**config.mk**
```make
export PLATFORM = sky130hd
export DESIGN_NAME = ofpc_ctrl
export DESIGN_NICKNAME = d
export VERILOG_FILES = /design/src/inc/ofpc_pkg.sv /design/src/inc/ofpc_tmr_if.sv /design/src/hw/ofpc_ctrl.sv /design/src/hw/ofpc_sync.sv /design/src/hw/ofpc_timer.sv
export VERILOG_INCLUDE_DIRS = /design/src /design/src/inc
export SDC_FILE = /design/constraint.sdc
export NUM_CORES = 1
export LEC_CHECK = 0
export ABC_CLOCK_PERIOD_IN_PS = 2600
export BUFFER_PORTS_ARGS = -buffer_cell sky130_fd_sc_hd__buf_2
export CORE_MARGIN = 2
export CORE_UTILIZATION = 52
export DETAILED_ROUTE_END_ITERATION = 10
export PLACE_DENSITY = 0.77
export SLEW_MARGIN = 40
export SYNTH_ARGS = -nofsm -noshare
export SYNTH_HDL_FRONTEND = slang
export SYNTH_SLANG_ARGS = --single-unit
```
**constraint.sdc**
```tcl
create_clock -name mclk -period 2.6 [get_ports mclk]
set_input_delay 0.26 -clock mclk [delete_from_list [all_inputs] [get_ports mclk]]
set_output_delay 0.26 -clock mclk [all_outputs]
set_load 0.01 [all_outputs]
```
**src/inc/ofpc_map.svh**
```systemverilog
`ifndef OFPC_MAP_SVH
`define OFPC_MAP_SVH

// Register offsets
`define OFPC_REG_STATUS    3'h0
`define OFPC_REG_VOLT      3'h1
`define OFPC_REG_LIMIT     3'h2
`define OFPC_REG_CONV      3'h3

// Status fields
`define OFPC_STS_OVL_FLAG  0
`define OFPC_STS_OT_FLAG   1
`define OFPC_STS_PWR_BAD   2
`define OFPC_STS_OVL_LIVE  3
`define OFPC_STS_SHUTDOWN  4

// Limit register fields
`define OFPC_LIM_PULSE_DIS 0
`define OFPC_LIM_TON_SEL   1

// Converter register fields
`define OFPC_CONV_SW_LIM   0
`define OFPC_CONV_COMP     1
`define OFPC_CONV_OVL_RST  2
`define OFPC_CONV_OT_RST   3

// Reset value of every data register
`define OFPC_DATA_RST      8'h00

// Serial bus addresses picked by the strap
`define OFPC_DEV_ADDR_LO   7'h08
`define OFPC_DEV_ADDR_HI   7'h09

// Timing
`define OFPC_MCLK_MHZ      250
`define OFPC_T_OFF_MS      900
`define OFPC_T_ON_SHORT_MS 90
`define OFPC_T_ON_LONG_MS  180
`define OFPC_CNT_W         28

// Synchroniser lanes
`define OFPC_SY_LOW        0
`define OFPC_SY_UNDERVOLTAGE_LOCKOUT       1
`define OFPC_SY_OVL        2
`define OFPC_SY_OT         3
`define OFPC_SY_STRAP      4
`define OFPC_SY_W          5

`endif

```
**src/inc/ofpc_pkg.sv**
```systemverilog
package ofpc_pkg;
  typedef enum {OL_NORMAL, OL_ON, OL_OFF} ofpc_ol_e;
  typedef logic [7:0] ofpc_byte_t;
  typedef logic [2:0] ofpc_addr_t;
  typedef logic [6:0] ofpc_dev_t;
endpackage

```
**src/inc/ofpc_tmr_if.sv**
```systemverilog
`timescale 1ns/1ps
interface ofpc_tmr_if #(parameter int W = 28);
  logic         start;
  logic [W-1:0] load;
  logic         done;
  modport ctrl (output start, output load, input done);
  modport tmr  (input start, input load, output done);
endinterface

```
**src/hw/ofpc_ctrl.sv**
```systemverilog
// Notes on behaviour
// - Low supply sets power flag, fault low
// - Switch limit bit: one 2.5 A, zero 4 A
// - Pulsed mode: on interval, then 900 ms off
// - On interval 90 or 180 ms by select
// - Entering shutdown sets overload flag, fault low
// - Off then on again while overload persists
// - Clean on interval ends cycling; read clears
// - Static mode clamps and flags while overloaded
// - Overload restart mode clears voltage select bits
// - Auto restart after overload; read clears flag
// - Overtemperature disables power, sets flag, fault low
// - Thermal restart mode clears voltage select bits
// - Auto restart after overtemperature; read clears flag
// - Open-drain fault low while any flag set
// - Strap picks one of two bus addresses
// - Fault stays low until its flag clears
// - Undervoltage: ignore bus, data registers zero
`timescale 1ns/1ps
`include "ofpc_map.svh"
module ofpc_ctrl #(
  parameter int unsigned T_OFF_CYC      = `OFPC_T_OFF_MS * 1000 * `OFPC_MCLK_MHZ,
  parameter int unsigned T_ON_SHORT_CYC = `OFPC_T_ON_SHORT_MS * 1000 * `OFPC_MCLK_MHZ,
  parameter int unsigned T_ON_LONG_CYC  = `OFPC_T_ON_LONG_MS * 1000 * `OFPC_MCLK_MHZ,
  parameter int          CNT_W          = `OFPC_CNT_W
) (
  input  wire logic                mclk,
  input  wire logic                rst_n,
  input  wire ofpc_pkg::ofpc_dev_t bus_dev,
  input  wire ofpc_pkg::ofpc_addr_t bus_addr,
  input  wire ofpc_pkg::ofpc_byte_t bus_wdata,
  input  wire logic                bus_wr,
  input  wire logic                bus_rd,
  output ofpc_pkg::ofpc_byte_t     bus_rdata,
  input  wire logic                supply_low,
  input  wire logic                undervoltage_lockout_in,
  input  wire logic                overload_in,
  input  wire logic                overtemp_in,
  input  wire logic                addr_strap,
  output logic [3:0]               output_voltage_select,
  output logic                     output_en,
  output logic                     converter_en,
  output logic                     switch_current_limit_select,
  output logic                     comp_select,
  output logic                     fault_output_pin_out,
  output logic                     fault_output_pin_oe
);
  import ofpc_pkg::*;

  typedef struct packed {
    ofpc_ol_e   ol_st;
    logic       tripped;
    logic       seen;
    logic       ol_cause_d;
    logic       ot_d;
    logic       uv_d;
    logic       overload_flag;
    logic       overtemp_flag;
    logic       power_not_good_flag;
    logic [3:0] volt_sel;
    logic       pulsed_limit_disable;
    logic       ton_sel;
    logic       sw_lim;
    logic       comp;
    logic       overload_restart_mode;
    logic       thermal_restart_mode;
    ofpc_byte_t rdata;
  } ofpc_ctrl_s;

  ofpc_ctrl_s st_reg;
  ofpc_ctrl_s st_next;

  logic [`OFPC_SY_W-1:0] sy;
  logic                  low;
  logic                  uv;
  logic                  ovl;
  logic                  ot;
  logic                  strap;
  ofpc_dev_t             my_dev;
  logic                  acc_ok;
  logic                  wr_hit;
  logic                  rd_hit;
  logic                  rd_status;
  logic                  ol_cause;
  logic                  ol_end;
  logic                  ot_end;
  logic [CNT_W-1:0]      ton_cyc;

  // Flag held until cause gone and status read; cause wins over the read
  function automatic logic latch_flag(input logic cause, input logic flag,
                                      input logic clr);
    latch_flag = cause | (flag & ~clr);
  endfunction

  ofpc_tmr_if #(.W(CNT_W)) tmr_if ();

  ofpc_sync #(.W(`OFPC_SY_W)) u_sync (
    .mclk    (mclk),
    .rst_n   (rst_n),
    .d_async ({addr_strap, overtemp_in, overload_in, undervoltage_lockout_in, supply_low}),
    .q       (sy)
  );

  ofpc_timer #(.CNT_W(CNT_W)) u_timer (
    .mclk  (mclk),
    .rst_n (rst_n),
    .tif   (tmr_if)
  );

  assign low   = sy[`OFPC_SY_LOW];
  assign uv    = sy[`OFPC_SY_UNDERVOLTAGE_LOCKOUT];
  assign ovl   = sy[`OFPC_SY_OVL];
  assign ot    = sy[`OFPC_SY_OT];
  assign strap = sy[`OFPC_SY_STRAP];

  assign my_dev    = strap ? `OFPC_DEV_ADDR_HI : `OFPC_DEV_ADDR_LO;
  assign acc_ok    = !uv && (bus_dev == my_dev);
  assign wr_hit    = bus_wr && acc_ok;
  assign rd_hit    = bus_rd && acc_ok;
  assign rd_status = rd_hit && (bus_addr == `OFPC_REG_STATUS);

  assign ton_cyc = st_reg.ton_sel ? CNT_W'(T_ON_LONG_CYC) : CNT_W'(T_ON_SHORT_CYC);
  assign ol_cause = st_reg.pulsed_limit_disable ? ovl : st_reg.tripped;
  assign ol_end   = st_reg.ol_cause_d && !ol_cause;
  assign ot_end   = st_reg.ot_d && !ot;

  always_comb begin
    st_next       = st_reg;
    tmr_if.start  = 1'b0;
    tmr_if.load   = ton_cyc;
    st_next.rdata = 8'h00;
    // Pulsed overload limiting
    if (st_reg.pulsed_limit_disable) begin
      st_next.ol_st   = OL_NORMAL;
      st_next.tripped = 1'b0;
      st_next.seen    = 1'b0;
    end else begin
      unique case (st_reg.ol_st)
        OL_NORMAL: begin
          if (ovl) begin
            st_next.ol_st = OL_ON;
            st_next.seen  = 1'b1;
            tmr_if.start  = 1'b1;
          end
        end
        OL_ON: begin
          st_next.seen = st_reg.seen | ovl;
          if (tmr_if.done) begin
            if (st_reg.seen | ovl) begin
              st_next.ol_st   = OL_OFF;
              st_next.tripped = 1'b1;
              tmr_if.start    = 1'b1;
              tmr_if.load     = CNT_W'(T_OFF_CYC);
            end else begin
              st_next.ol_st   = OL_NORMAL;
              st_next.tripped = 1'b0;
            end
          end
        end
        OL_OFF: begin
          if (tmr_if.done) begin
            st_next.ol_st = OL_ON;
            st_next.seen  = 1'b0;
            tmr_if.start  = 1'b1;
          end
        end
      endcase
    end
    st_next.ol_cause_d = ol_cause;
    st_next.ot_d       = ot;
    st_next.uv_d       = uv;
    // Diagnostic flags
    st_next.overload_flag = latch_flag(ol_cause, st_reg.overload_flag, rd_status);
    st_next.overtemp_flag = latch_flag(ot, st_reg.overtemp_flag, rd_status);
    st_next.power_not_good_flag =
      latch_flag(low, st_reg.power_not_good_flag, rd_status);
    // Register writes
    if (wr_hit) begin
      unique case (bus_addr)
        `OFPC_REG_VOLT: st_next.volt_sel = bus_wdata[3:0];
        `OFPC_REG_LIMIT: begin
          st_next.pulsed_limit_disable = bus_wdata[`OFPC_LIM_PULSE_DIS];
          st_next.ton_sel              = bus_wdata[`OFPC_LIM_TON_SEL];
        end
        `OFPC_REG_CONV: begin
          st_next.sw_lim                = bus_wdata[`OFPC_CONV_SW_LIM];
          st_next.comp                  = bus_wdata[`OFPC_CONV_COMP];
          st_next.overload_restart_mode = bus_wdata[`OFPC_CONV_OVL_RST];
          st_next.thermal_restart_mode  = bus_wdata[`OFPC_CONV_OT_RST];
        end
        default: begin
        end
      endcase
    end
    // Manual restart drops the voltage select, winning over a write
    if ((st_reg.overload_restart_mode && ol_end) ||
        (st_reg.thermal_restart_mode && ot_end)) begin
      st_next.volt_sel = 4'h0;
    end
    // Register reads
    if (rd_hit) begin
      unique case (bus_addr)
        `OFPC_REG_STATUS: begin
          st_next.rdata[`OFPC_STS_OVL_FLAG] = st_reg.overload_flag;
          st_next.rdata[`OFPC_STS_OT_FLAG]  = st_reg.overtemp_flag;
          st_next.rdata[`OFPC_STS_PWR_BAD]  = st_reg.power_not_good_flag;
          st_next.rdata[`OFPC_STS_OVL_LIVE] = ovl;
          st_next.rdata[`OFPC_STS_SHUTDOWN] = (st_reg.ol_st == OL_OFF);
        end
        `OFPC_REG_VOLT: st_next.rdata = {4'h0, st_reg.volt_sel};
        `OFPC_REG_LIMIT: begin
          st_next.rdata[`OFPC_LIM_PULSE_DIS] = st_reg.pulsed_limit_disable;
          st_next.rdata[`OFPC_LIM_TON_SEL]   = st_reg.ton_sel;
        end
        `OFPC_REG_CONV: begin
          st_next.rdata[`OFPC_CONV_SW_LIM]  = st_reg.sw_lim;
          st_next.rdata[`OFPC_CONV_COMP]    = st_reg.comp;
          st_next.rdata[`OFPC_CONV_OVL_RST] = st_reg.overload_restart_mode;
          st_next.rdata[`OFPC_CONV_OT_RST]  = st_reg.thermal_restart_mode;
        end
        default: st_next.rdata = 8'h00;
      endcase
    end
    // Undervoltage holds every data register at zero
    if (uv) begin
      st_next.volt_sel              = 4'h0;
      st_next.pulsed_limit_disable  = 1'b0;
      st_next.ton_sel               = 1'b0;
      st_next.sw_lim                = 1'b0;
      st_next.comp                  = 1'b0;
      st_next.overload_restart_mode = 1'b0;
      st_next.thermal_restart_mode  = 1'b0;
    end
  end

  always_ff @(posedge mclk) begin
    if (!rst_n) begin
      st_reg <= '0;
    end else begin
      st_reg <= st_next;
    end
  end

  assign bus_rdata                   = st_reg.rdata;
  assign output_voltage_select       = st_reg.volt_sel;
  assign switch_current_limit_select = st_reg.sw_lim;
  assign comp_select                 = st_reg.comp;
  assign converter_en                = !st_reg.uv_d && !st_reg.ot_d;
  assign output_en = converter_en && (st_reg.volt_sel != 4'h0) &&
                     (st_reg.ol_st != OL_OFF);
  assign fault_output_pin_out = 1'b0;
  assign fault_output_pin_oe  = st_reg.overload_flag | st_reg.overtemp_flag |
                                st_reg.power_not_good_flag;

  // Checks
  chk_pwr_bad_fault: assert property (@(posedge mclk) disable iff (!rst_n)
    low |=> (st_reg.power_not_good_flag && fault_output_pin_oe))
    else $error("power flag or fault not set on low supply");

  chk_sw_limit_write: assert property (@(posedge mclk) disable iff (!rst_n)
    (wr_hit && bus_addr == `OFPC_REG_CONV && !uv)
      |=> (switch_current_limit_select == $past(bus_wdata[`OFPC_CONV_SW_LIM])))
    else $error("switch limit select not taken from write");

  chk_on_load: assert property (@(posedge mclk) disable iff (!rst_n)
    (tmr_if.start && st_next.ol_st == OL_ON) |->
      (tmr_if.load == (st_reg.ton_sel ? CNT_W'(T_ON_LONG_CYC) : CNT_W'(T_ON_SHORT_CYC))))
    else $error("on interval length wrong");

  chk_off_entry: assert property (@(posedge mclk) disable iff (!rst_n)
    (st_reg.ol_st == OL_ON && tmr_if.done && (st_reg.seen || ovl) && !st_reg.pulsed_limit_disable)
      |=> (st_reg.ol_st == OL_OFF && !output_en && tmr_if.load == CNT_W'(T_OFF_CYC))
      or (st_reg.ol_st == OL_OFF && !output_en))
    else $error("shutdown not entered after overloaded on interval");

  chk_off_flag: assert property (@(posedge mclk) disable iff (!rst_n)
    (st_reg.ol_st == OL_OFF && !st_reg.pulsed_limit_disable) |=>
      (st_reg.overload_flag && fault_output_pin_oe))
    else $error("overload flag missing during shutdown");

  chk_retry: assert property (@(posedge mclk) disable iff (!rst_n)
    (st_reg.ol_st == OL_OFF && tmr_if.done && !st_reg.pulsed_limit_disable)
      |=> (st_reg.ol_st == OL_ON && !st_reg.seen))
    else $error("no retry after off interval");

  chk_clean_exit: assert property (@(posedge mclk) disable iff (!rst_n)
    (st_reg.ol_st == OL_ON && tmr_if.done && !st_reg.seen && !ovl)
      |=> (st_reg.ol_st == OL_NORMAL && !st_reg.tripped))
    else $error("clean on interval did not end cycling");

  chk_static_flag: assert property (@(posedge mclk) disable iff (!rst_n)
    (st_reg.pulsed_limit_disable && ovl) |=> (st_reg.overload_flag && fault_output_pin_oe))
    else $error("static clamp did not flag overload");

  chk_ovl_rst_clear: assert property (@(posedge mclk) disable iff (!rst_n)
    (st_reg.overload_restart_mode && ol_end) |=> (output_voltage_select == 4'h0))
    else $error("voltage select kept after overload in manual restart");

  chk_ot_rst_clear: assert property (@(posedge mclk) disable iff (!rst_n)
    (st_reg.thermal_restart_mode && ot_end) |=> (output_voltage_select == 4'h0))
    else $error("voltage select kept after overtemperature in manual restart");

  chk_ot_shut: assert property (@(posedge mclk) disable iff (!rst_n)
    ot |=> (!converter_en && !output_en && st_reg.overtemp_flag))
    else $error("overtemperature did not shut power");

  chk_flag_hold: assert property (@(posedge mclk) disable iff (!rst_n)
    (fault_output_pin_oe && !rd_status) |=> fault_output_pin_oe)
    else $error("fault released without a status read");

  chk_undervoltage_lockout_zero: assert property (@(posedge mclk) disable iff (!rst_n)
    uv |=> (output_voltage_select == 4'h0 && bus_rdata == 8'h00 && !converter_en))
    else $error("undervoltage did not hold registers at zero");
endmodule

```
**src/hw/ofpc_sync.sv**
```systemverilog
`timescale 1ns/1ps
module ofpc_sync #(
  parameter int W = 5
) (
  input  wire logic         mclk,
  input  wire logic         rst_n,
  input  wire logic [W-1:0] d_async,
  output logic      [W-1:0] q
);
  typedef struct packed {
    logic [W-1:0] s1;
    logic [W-1:0] s2;
  } ofpc_sync_s;

  ofpc_sync_s st_reg;
  ofpc_sync_s st_next;

  always_comb begin
    st_next.s1 = d_async;
    st_next.s2 = st_reg.s1;
  end

  always_ff @(posedge mclk) begin
    if (!rst_n) begin
      st_reg <= '0;
    end else begin
      st_reg <= st_next;
    end
  end

  assign q = st_reg.s2;
endmodule

```
**src/hw/ofpc_timer.sv**
```systemverilog
`timescale 1ns/1ps
module ofpc_timer #(
  parameter int CNT_W = 28
) (
  input  wire logic mclk,
  input  wire logic rst_n,
  ofpc_tmr_if.tmr   tif
);
  typedef struct packed {
    logic             busy;
    logic [CNT_W-1:0] cnt;
  } ofpc_tmr_s;

  ofpc_tmr_s st_reg;
  ofpc_tmr_s st_next;

  // Interval ends load cycles after the start cycle
  always_comb begin
    st_next = st_reg;
    if (tif.start) begin
      st_next.busy = 1'b1;
      st_next.cnt  = tif.load;
    end else if (st_reg.busy) begin
      if (st_reg.cnt <= CNT_W'(1)) begin
        st_next.busy = 1'b0;
      end else begin
        st_next.cnt = st_reg.cnt - CNT_W'(1);
      end
    end
  end

  always_ff @(posedge mclk) begin
    if (!rst_n) begin
      st_reg <= '0;
    end else begin
      st_reg <= st_next;
    end
  end

  assign tif.done = st_reg.busy && (st_reg.cnt <= CNT_W'(1));
endmodule

```
[Word-level counts from Yosys, hierarchy flattened]
Cells that the tools add are included.
Word-level totals
  bits of input ports: 27
  register bits after elaboration: 97
  word-level logic and storage cells: 109
  output and inout port bits: 18
Cells by class
  bitwise logic cells: 11
  reductions and logical operators: 34
  add/subtract/negate cells: 1
  mux-type cells: 27
  eq/ne operators: 12
  order comparisons: 1
Operators by type and width (number)
  $mux 28: 5
  $pmux 32 s3: 1
  $mux 32: 2
  $mux 29: 2
  $mux 33: 1
  $eq 32x1->1 const B: 1
  $eq 32x2->1 const B: 1
  $eq 32x3->1 const B: 1
  $logic_not 32->1: 1
  $ne 32x3->1 const B: 1
  $le 28x1->1 const B: 1
  $sub 28x1->28 const B: 1
  $mux 26: 1
  $reduce_and 2->1: 7
  $logic_and 1x1->1: 12
  $mux 1: 10
  $pmux 2 s4: 1
  $eq 7x4->1: 1
  $eq 3x2->1 const B: 2
  $ne 2x2->1 const B: 3
  $or 1x1->1: 6
  $pmux 1 s3: 2
  $pmux 2 s3: 1
  $reduce_and 3->1: 2
  other kinds (12): 20

[Logic depth before layout (Yosys ltp)]
  depth after elaboration: 8
  gate-level depth with buffers: 11
  depth with buffers taken out: 9

[Hierarchy]
From an unflattened synthesis, not the netlist that was laid out.
Unflattened totals
  cells, all modules: 395
  area total of the unflattened synthesis: 3368.2 sq um
Modules (own cells, without submodules)
  ofpc_timer: sequential area each 580.6 sq um, area each 1731.7 sq um, instances 1, cells an instance 222
  ofpc_ctrl: sequential area each 500.5 sq um, area each 1373.8 sq um, instances 1, cells an instance 153
  ofpc_sync: sequential area each 200.2 sq um, area each 262.8 sq um, instances 1, cells an instance 20

[Least setup slack after synthesis]
Ideal clock, no wire load.
  kind: reg2reg
  from: register u_timer.st_reg[23] (netlist name)
  to: register u_timer.st_reg[5] (netlist name)
  required time: 2.483 ns
  cell stages (with the launch flop): 10
  slack: 0.177 ns
  buffers on the path: 2
  arrival: 2.306 ns
  clock period less this slack: 2.423 ns
  library setup time: 0.117 ns
  path through: dfxtp_1 or4_4 or3_1 buf_2 o41a_1 or2_1 buf_6 nand2_4 inv_4 a32o_1
Between the ends
  cells in the longest elaborated chain, start to end: 7
  elaborated cells on any way between the ends: 13
  classes of those cells: 1 x order compare; 1 x eq/ne; 8 x mux; 3 x reduce/logical
RTL lines
  start: declaration: line ofpc_timer.sv:14  | ofpc_tmr_s st_reg;
  start signal: assignment: line ofpc_timer.sv:36  | st_reg <= st_next;
  $le 28x1->1 *: line ofpc_timer.sv:24, ofpc_timer.sv:40
  $logic_and 1x1->1: line ofpc_timer.sv:40  | assign tif.done = st_reg.busy && (st_reg.cnt <= CNT_W'(1));
  $mux 1, on equally long branches: line ofpc_ctrl.sv:161, ofpc_ctrl.sv:148
  $pmux 1 s3: line ofpc_ctrl.sv:138  | unique case (st_reg.ol_st)
  $mux 1: line ofpc_ctrl.sv:133  | if (st_reg.pulsed_limit_disable) begin
  $ne 2x2->1 (no line) or $reduce_bool 2->1 (tied branches)
  $reduce_and 2->1 (no line)
Mark *: on every way between the ends. The rest lies on a longest branch, timed or not.
A chain may end at the register's enable or synchronous reset.

[Final worst setup path]
  from: register u_timer.st_reg[17] (netlist name)
  to: register u_timer.st_reg[19] (netlist name)
Between the ends
  cells in the longest elaborated chain, start to end: 7
  elaborated cells on any way between the ends: 16
  classes of those cells: 1 x add/sub; 1 x order compare; 1 x eq/ne; 10 x mux; 3 x reduce/logical
RTL lines (line)
  $le 28x1->1: ofpc_timer.sv:24, ofpc_timer.sv:40
  $logic_and 1x1->1: ofpc_timer.sv:40
  $mux 1, on equally long branches: ofpc_ctrl.sv:161, ofpc_ctrl.sv:148
  $pmux 1 s3: ofpc_ctrl.sv:138
  $mux 1: ofpc_ctrl.sv:133
  $ne 2x2->1 (no line) or $reduce_bool 2->1 (tied branches)
  $reduce_and 2->1 (no line)
Parallel ways exist; a longest one is shown, timed or not. The select of a mux whose other input is x is not followed.

==> impl_metrics.json <==
{
  "hold_class": "in -> reg",
  "place_area_mm2": 0.00362,
  "dp_hpwl_mm": 6.16,
  "fmax_mhz": 401,
  "cts_max_level": 3,
  "setup_viol": 0,
  "whs_ns": 0.110,
  "ys_seq_area_share_pct": 38.7,
  "gp_congestion": 0.941,
  "rsz0062_at_grt": "false",
  "synth_area_mm2": 0.00331,
  "die_w_um": 83.8,
  "tns_ns": 0,
  "coreArea_mm2": 0.00624,
  "largest_register_ffs": 29,
  "detail-route-antenna-nets": 0,
  "post_cts_buffers": 0,
  "vias": 3124,
  "tritoncts": "yes",
  "rows": 29,
  "cts_made_buffers": 9,
  "peakVddDrop_mv": 0.602,
  "io_buffers": 36,
  "grt_pass1_wl_mm": 13.9,
  "hold_violations": 0,
  "grt_pass1_vias": 2873,
  "synth_enable_flop_cells": 0,
  "ys_ff_latch": 64,
  "relSlewSlack_pct": 53.5,
  "viasPerCell": 6.10,
  "pin_count": 45,
  "clkTransAtPathRegs_ns": 0.07,
  "clk_latency_ns": 0.36,
  "synth.avg_cell_area_um2": 8.65,
  "drive_above_1_share_pct": 23.2,
  "wire_per_inst_um": 16.8,
  "clock-sinks": 64,
  "n_antenna_cell": 0,
  "status": "finished, final reports clean",
  "syn2layout_area_growth_pct": 16.0,
  "fin_skew_ns": 0.0144,
  "clock_path_buffers": 2,
  "initial_core_util_pct": 53.1,
  "critPathKind": "reg -> reg",
  "synthFlopType": "dfxtp_1",
  "layout_common_cells": "64 x dfxtp_1, 40 x nor2_1, 36 x buf_2",
  "grt_use_total_pct": 25.2,
  "async_flop_share_pct": 0,
  "cp-end-kind": "flip-flop",
  "dr.pass1.iters": 4,
  "fin_crit_sh_pct": 95.9,
  "grt_max_degree": 24,
  "critPathArrivalTime_ns": 2.80,
  "drcViolationCount": 0,
  "die-area_mm2": 0.00703,
  "wl_mm": 8.63,
  "synthCells": 383,
  "cellPowerDensity_mw_per_mm2": 742,
  "min_period_ns": 2.49,
  "synth_cell_type_count": 61,
  "nets": 462,
  "crit_required_ns": 2.90,
  "overflow": 0,
  "cp-start-kind": "flip-flop",
  "yosys_warnings": 0,
  "drt-initial-drc-count": 215,
  "antenna_found_initial": 0,
  "die_h_um": 83.8,
  "stdcell_area_mm2": 0.00384,
  "max_cap_violations": 0,
  "cp_max_fo": 9,
  "worstMarginPinSlew_ns": 0.694,
  "leakage_nw": 1.57,
  "slew_violations": 0,
  "final_common_cell": "dfxtp_1",
  "root_buffer": "clkbuf_8"
}
[report_power, final]
part           switching (mW)  internal (mW)  total, mW
logic                   0.516          0.375      0.891
clock network           0.408          0.467      0.875
registers              0.0538           1.03       1.09
total                   0.978           1.88       2.85
[stage by stage]
| step | utilization (%) | std cells | worst slack [ns] | total power, mW |
|---|---|---|---|---|
| after floorplan | - | 386 | 0.177 | 1.70 |
| after global placement | 58.0 | 496 | 0.0878 | 1.93 |
| after detailed placement | 58.0 | 496 | 0.0601 | 1.94 |
| after CTS | 61.2 | 512 | 0.0285 | 2.81 |
| after global routing | 61.6 | 512 | 0.0119 | 2.98 |
| final | 61.6 | 512 | 0.106 | 2.85 |
[final timing paths]
| path | cells after the start | from | end | slack, ns |
|---|---|---|---|---|
| min | 2 | addr_strap | u_sync.st_next[4] | 0.11 |
| max reg2reg | 7 | u_timer.st_reg[17] | u_timer.st_reg[19] | 0.11 |
| min reg2reg | 2 | u_sync.q[0] | st_reg[18] | 0.43 |
| max | 7 | u_timer.st_reg[17] | u_timer.st_reg[19] | 0.11 |
[worst max-delay path, stage by stage, from the launching register on]
cell and delay (ns):
dfxtp_1 0.34, or4_4 0.59, nor4b_4 0.34, and3_2 0.31, a31oi_1 0.18, buf_4 0.22
o21ai_0 0.22, o221a_2 0.22
[synthesized netlist by cell type (4+ instances only)]
| master | count | area, um^2 |
|---|---|---|
| inv_1 | 9 | 33.8 |
| a32o_1 | 6 | 60.1 |
| xor2_1 | 5 | 43.8 |
| or3_1 | 7 | 43.8 |
| ha_1 | 5 | 62.6 |
| nand2_1 | 18 | 67.6 |
| xnor2_1 | 7 | 61.3 |
| o21ai_0 | 27 | 135 |
| mux2i_1 | 11 | 110 |
| clkbuf_1 | 10 | 37.5 |
| a211oi_1 | 5 | 37.5 |
| a21oi_1 | 17 | 85.1 |
| and2_1 | 11 | 68.8 |
| nor2b_1 | 4 | 25.0 |
| nand2b_1 | 6 | 37.5 |
| buf_4 | 13 | 97.6 |
| nor3_1 | 18 | 90.1 |
| nor3b_1 | 4 | 30.0 |
| nor2_1 | 40 | 150 |
| nand3_1 | 11 | 55.1 |
| buf_2 | 4 | 20.0 |
| dfxtp_1 | 64 | 1280 |
| nor4_1 | 12 | 75.1 |
| nor4b_1 | 4 | 35.0 |
[layout make-up]
class	count	area [um^2]
Fill cell	547	2400
Multi-Input combinational cell	284	1860
Sequential cell	64	1280
Timing Repair Buffer	61	368
Clock buffer	11	141
Tap cell	77	96.3
Clock inverter	5	56.3
Inverter	10	40.0
[layer usage]
layer / global-route usage [%] / vias up / routed length (um)
met4: 10.1 / 0 / 180
li1: - / 1490 / -
met3: 6.03 / 20 / 684
met2: 40.6 / 132 / 4060
met5: 0 / - / 0
met1: 32.7 / 1482 / 3700
[cell families (layout without fill, tap and decap cells)]
logic type	Yosys count	after routing	share of synthesized area [%]
AOI/OAI and AO/OA	86	86	17.0
xor gates and xnor gates	12	12	3.17
adders and majority gates	5	5	1.89
buffers and inverters	38	87	6.23
DFF	64	64	38.7
muxes	15	15	5.36
other	1	4	0.113
and+or+nand+nor	162	162	27.5
[what timing repair did]
action / in CTS / in global routing
setup endpoints to repair: 0 / 15
resized for setup: 0 / 7
hold buffers: 0 / 0
hold endpoints to repair: 0 / 0
Power figures use the tool's default switching activity.
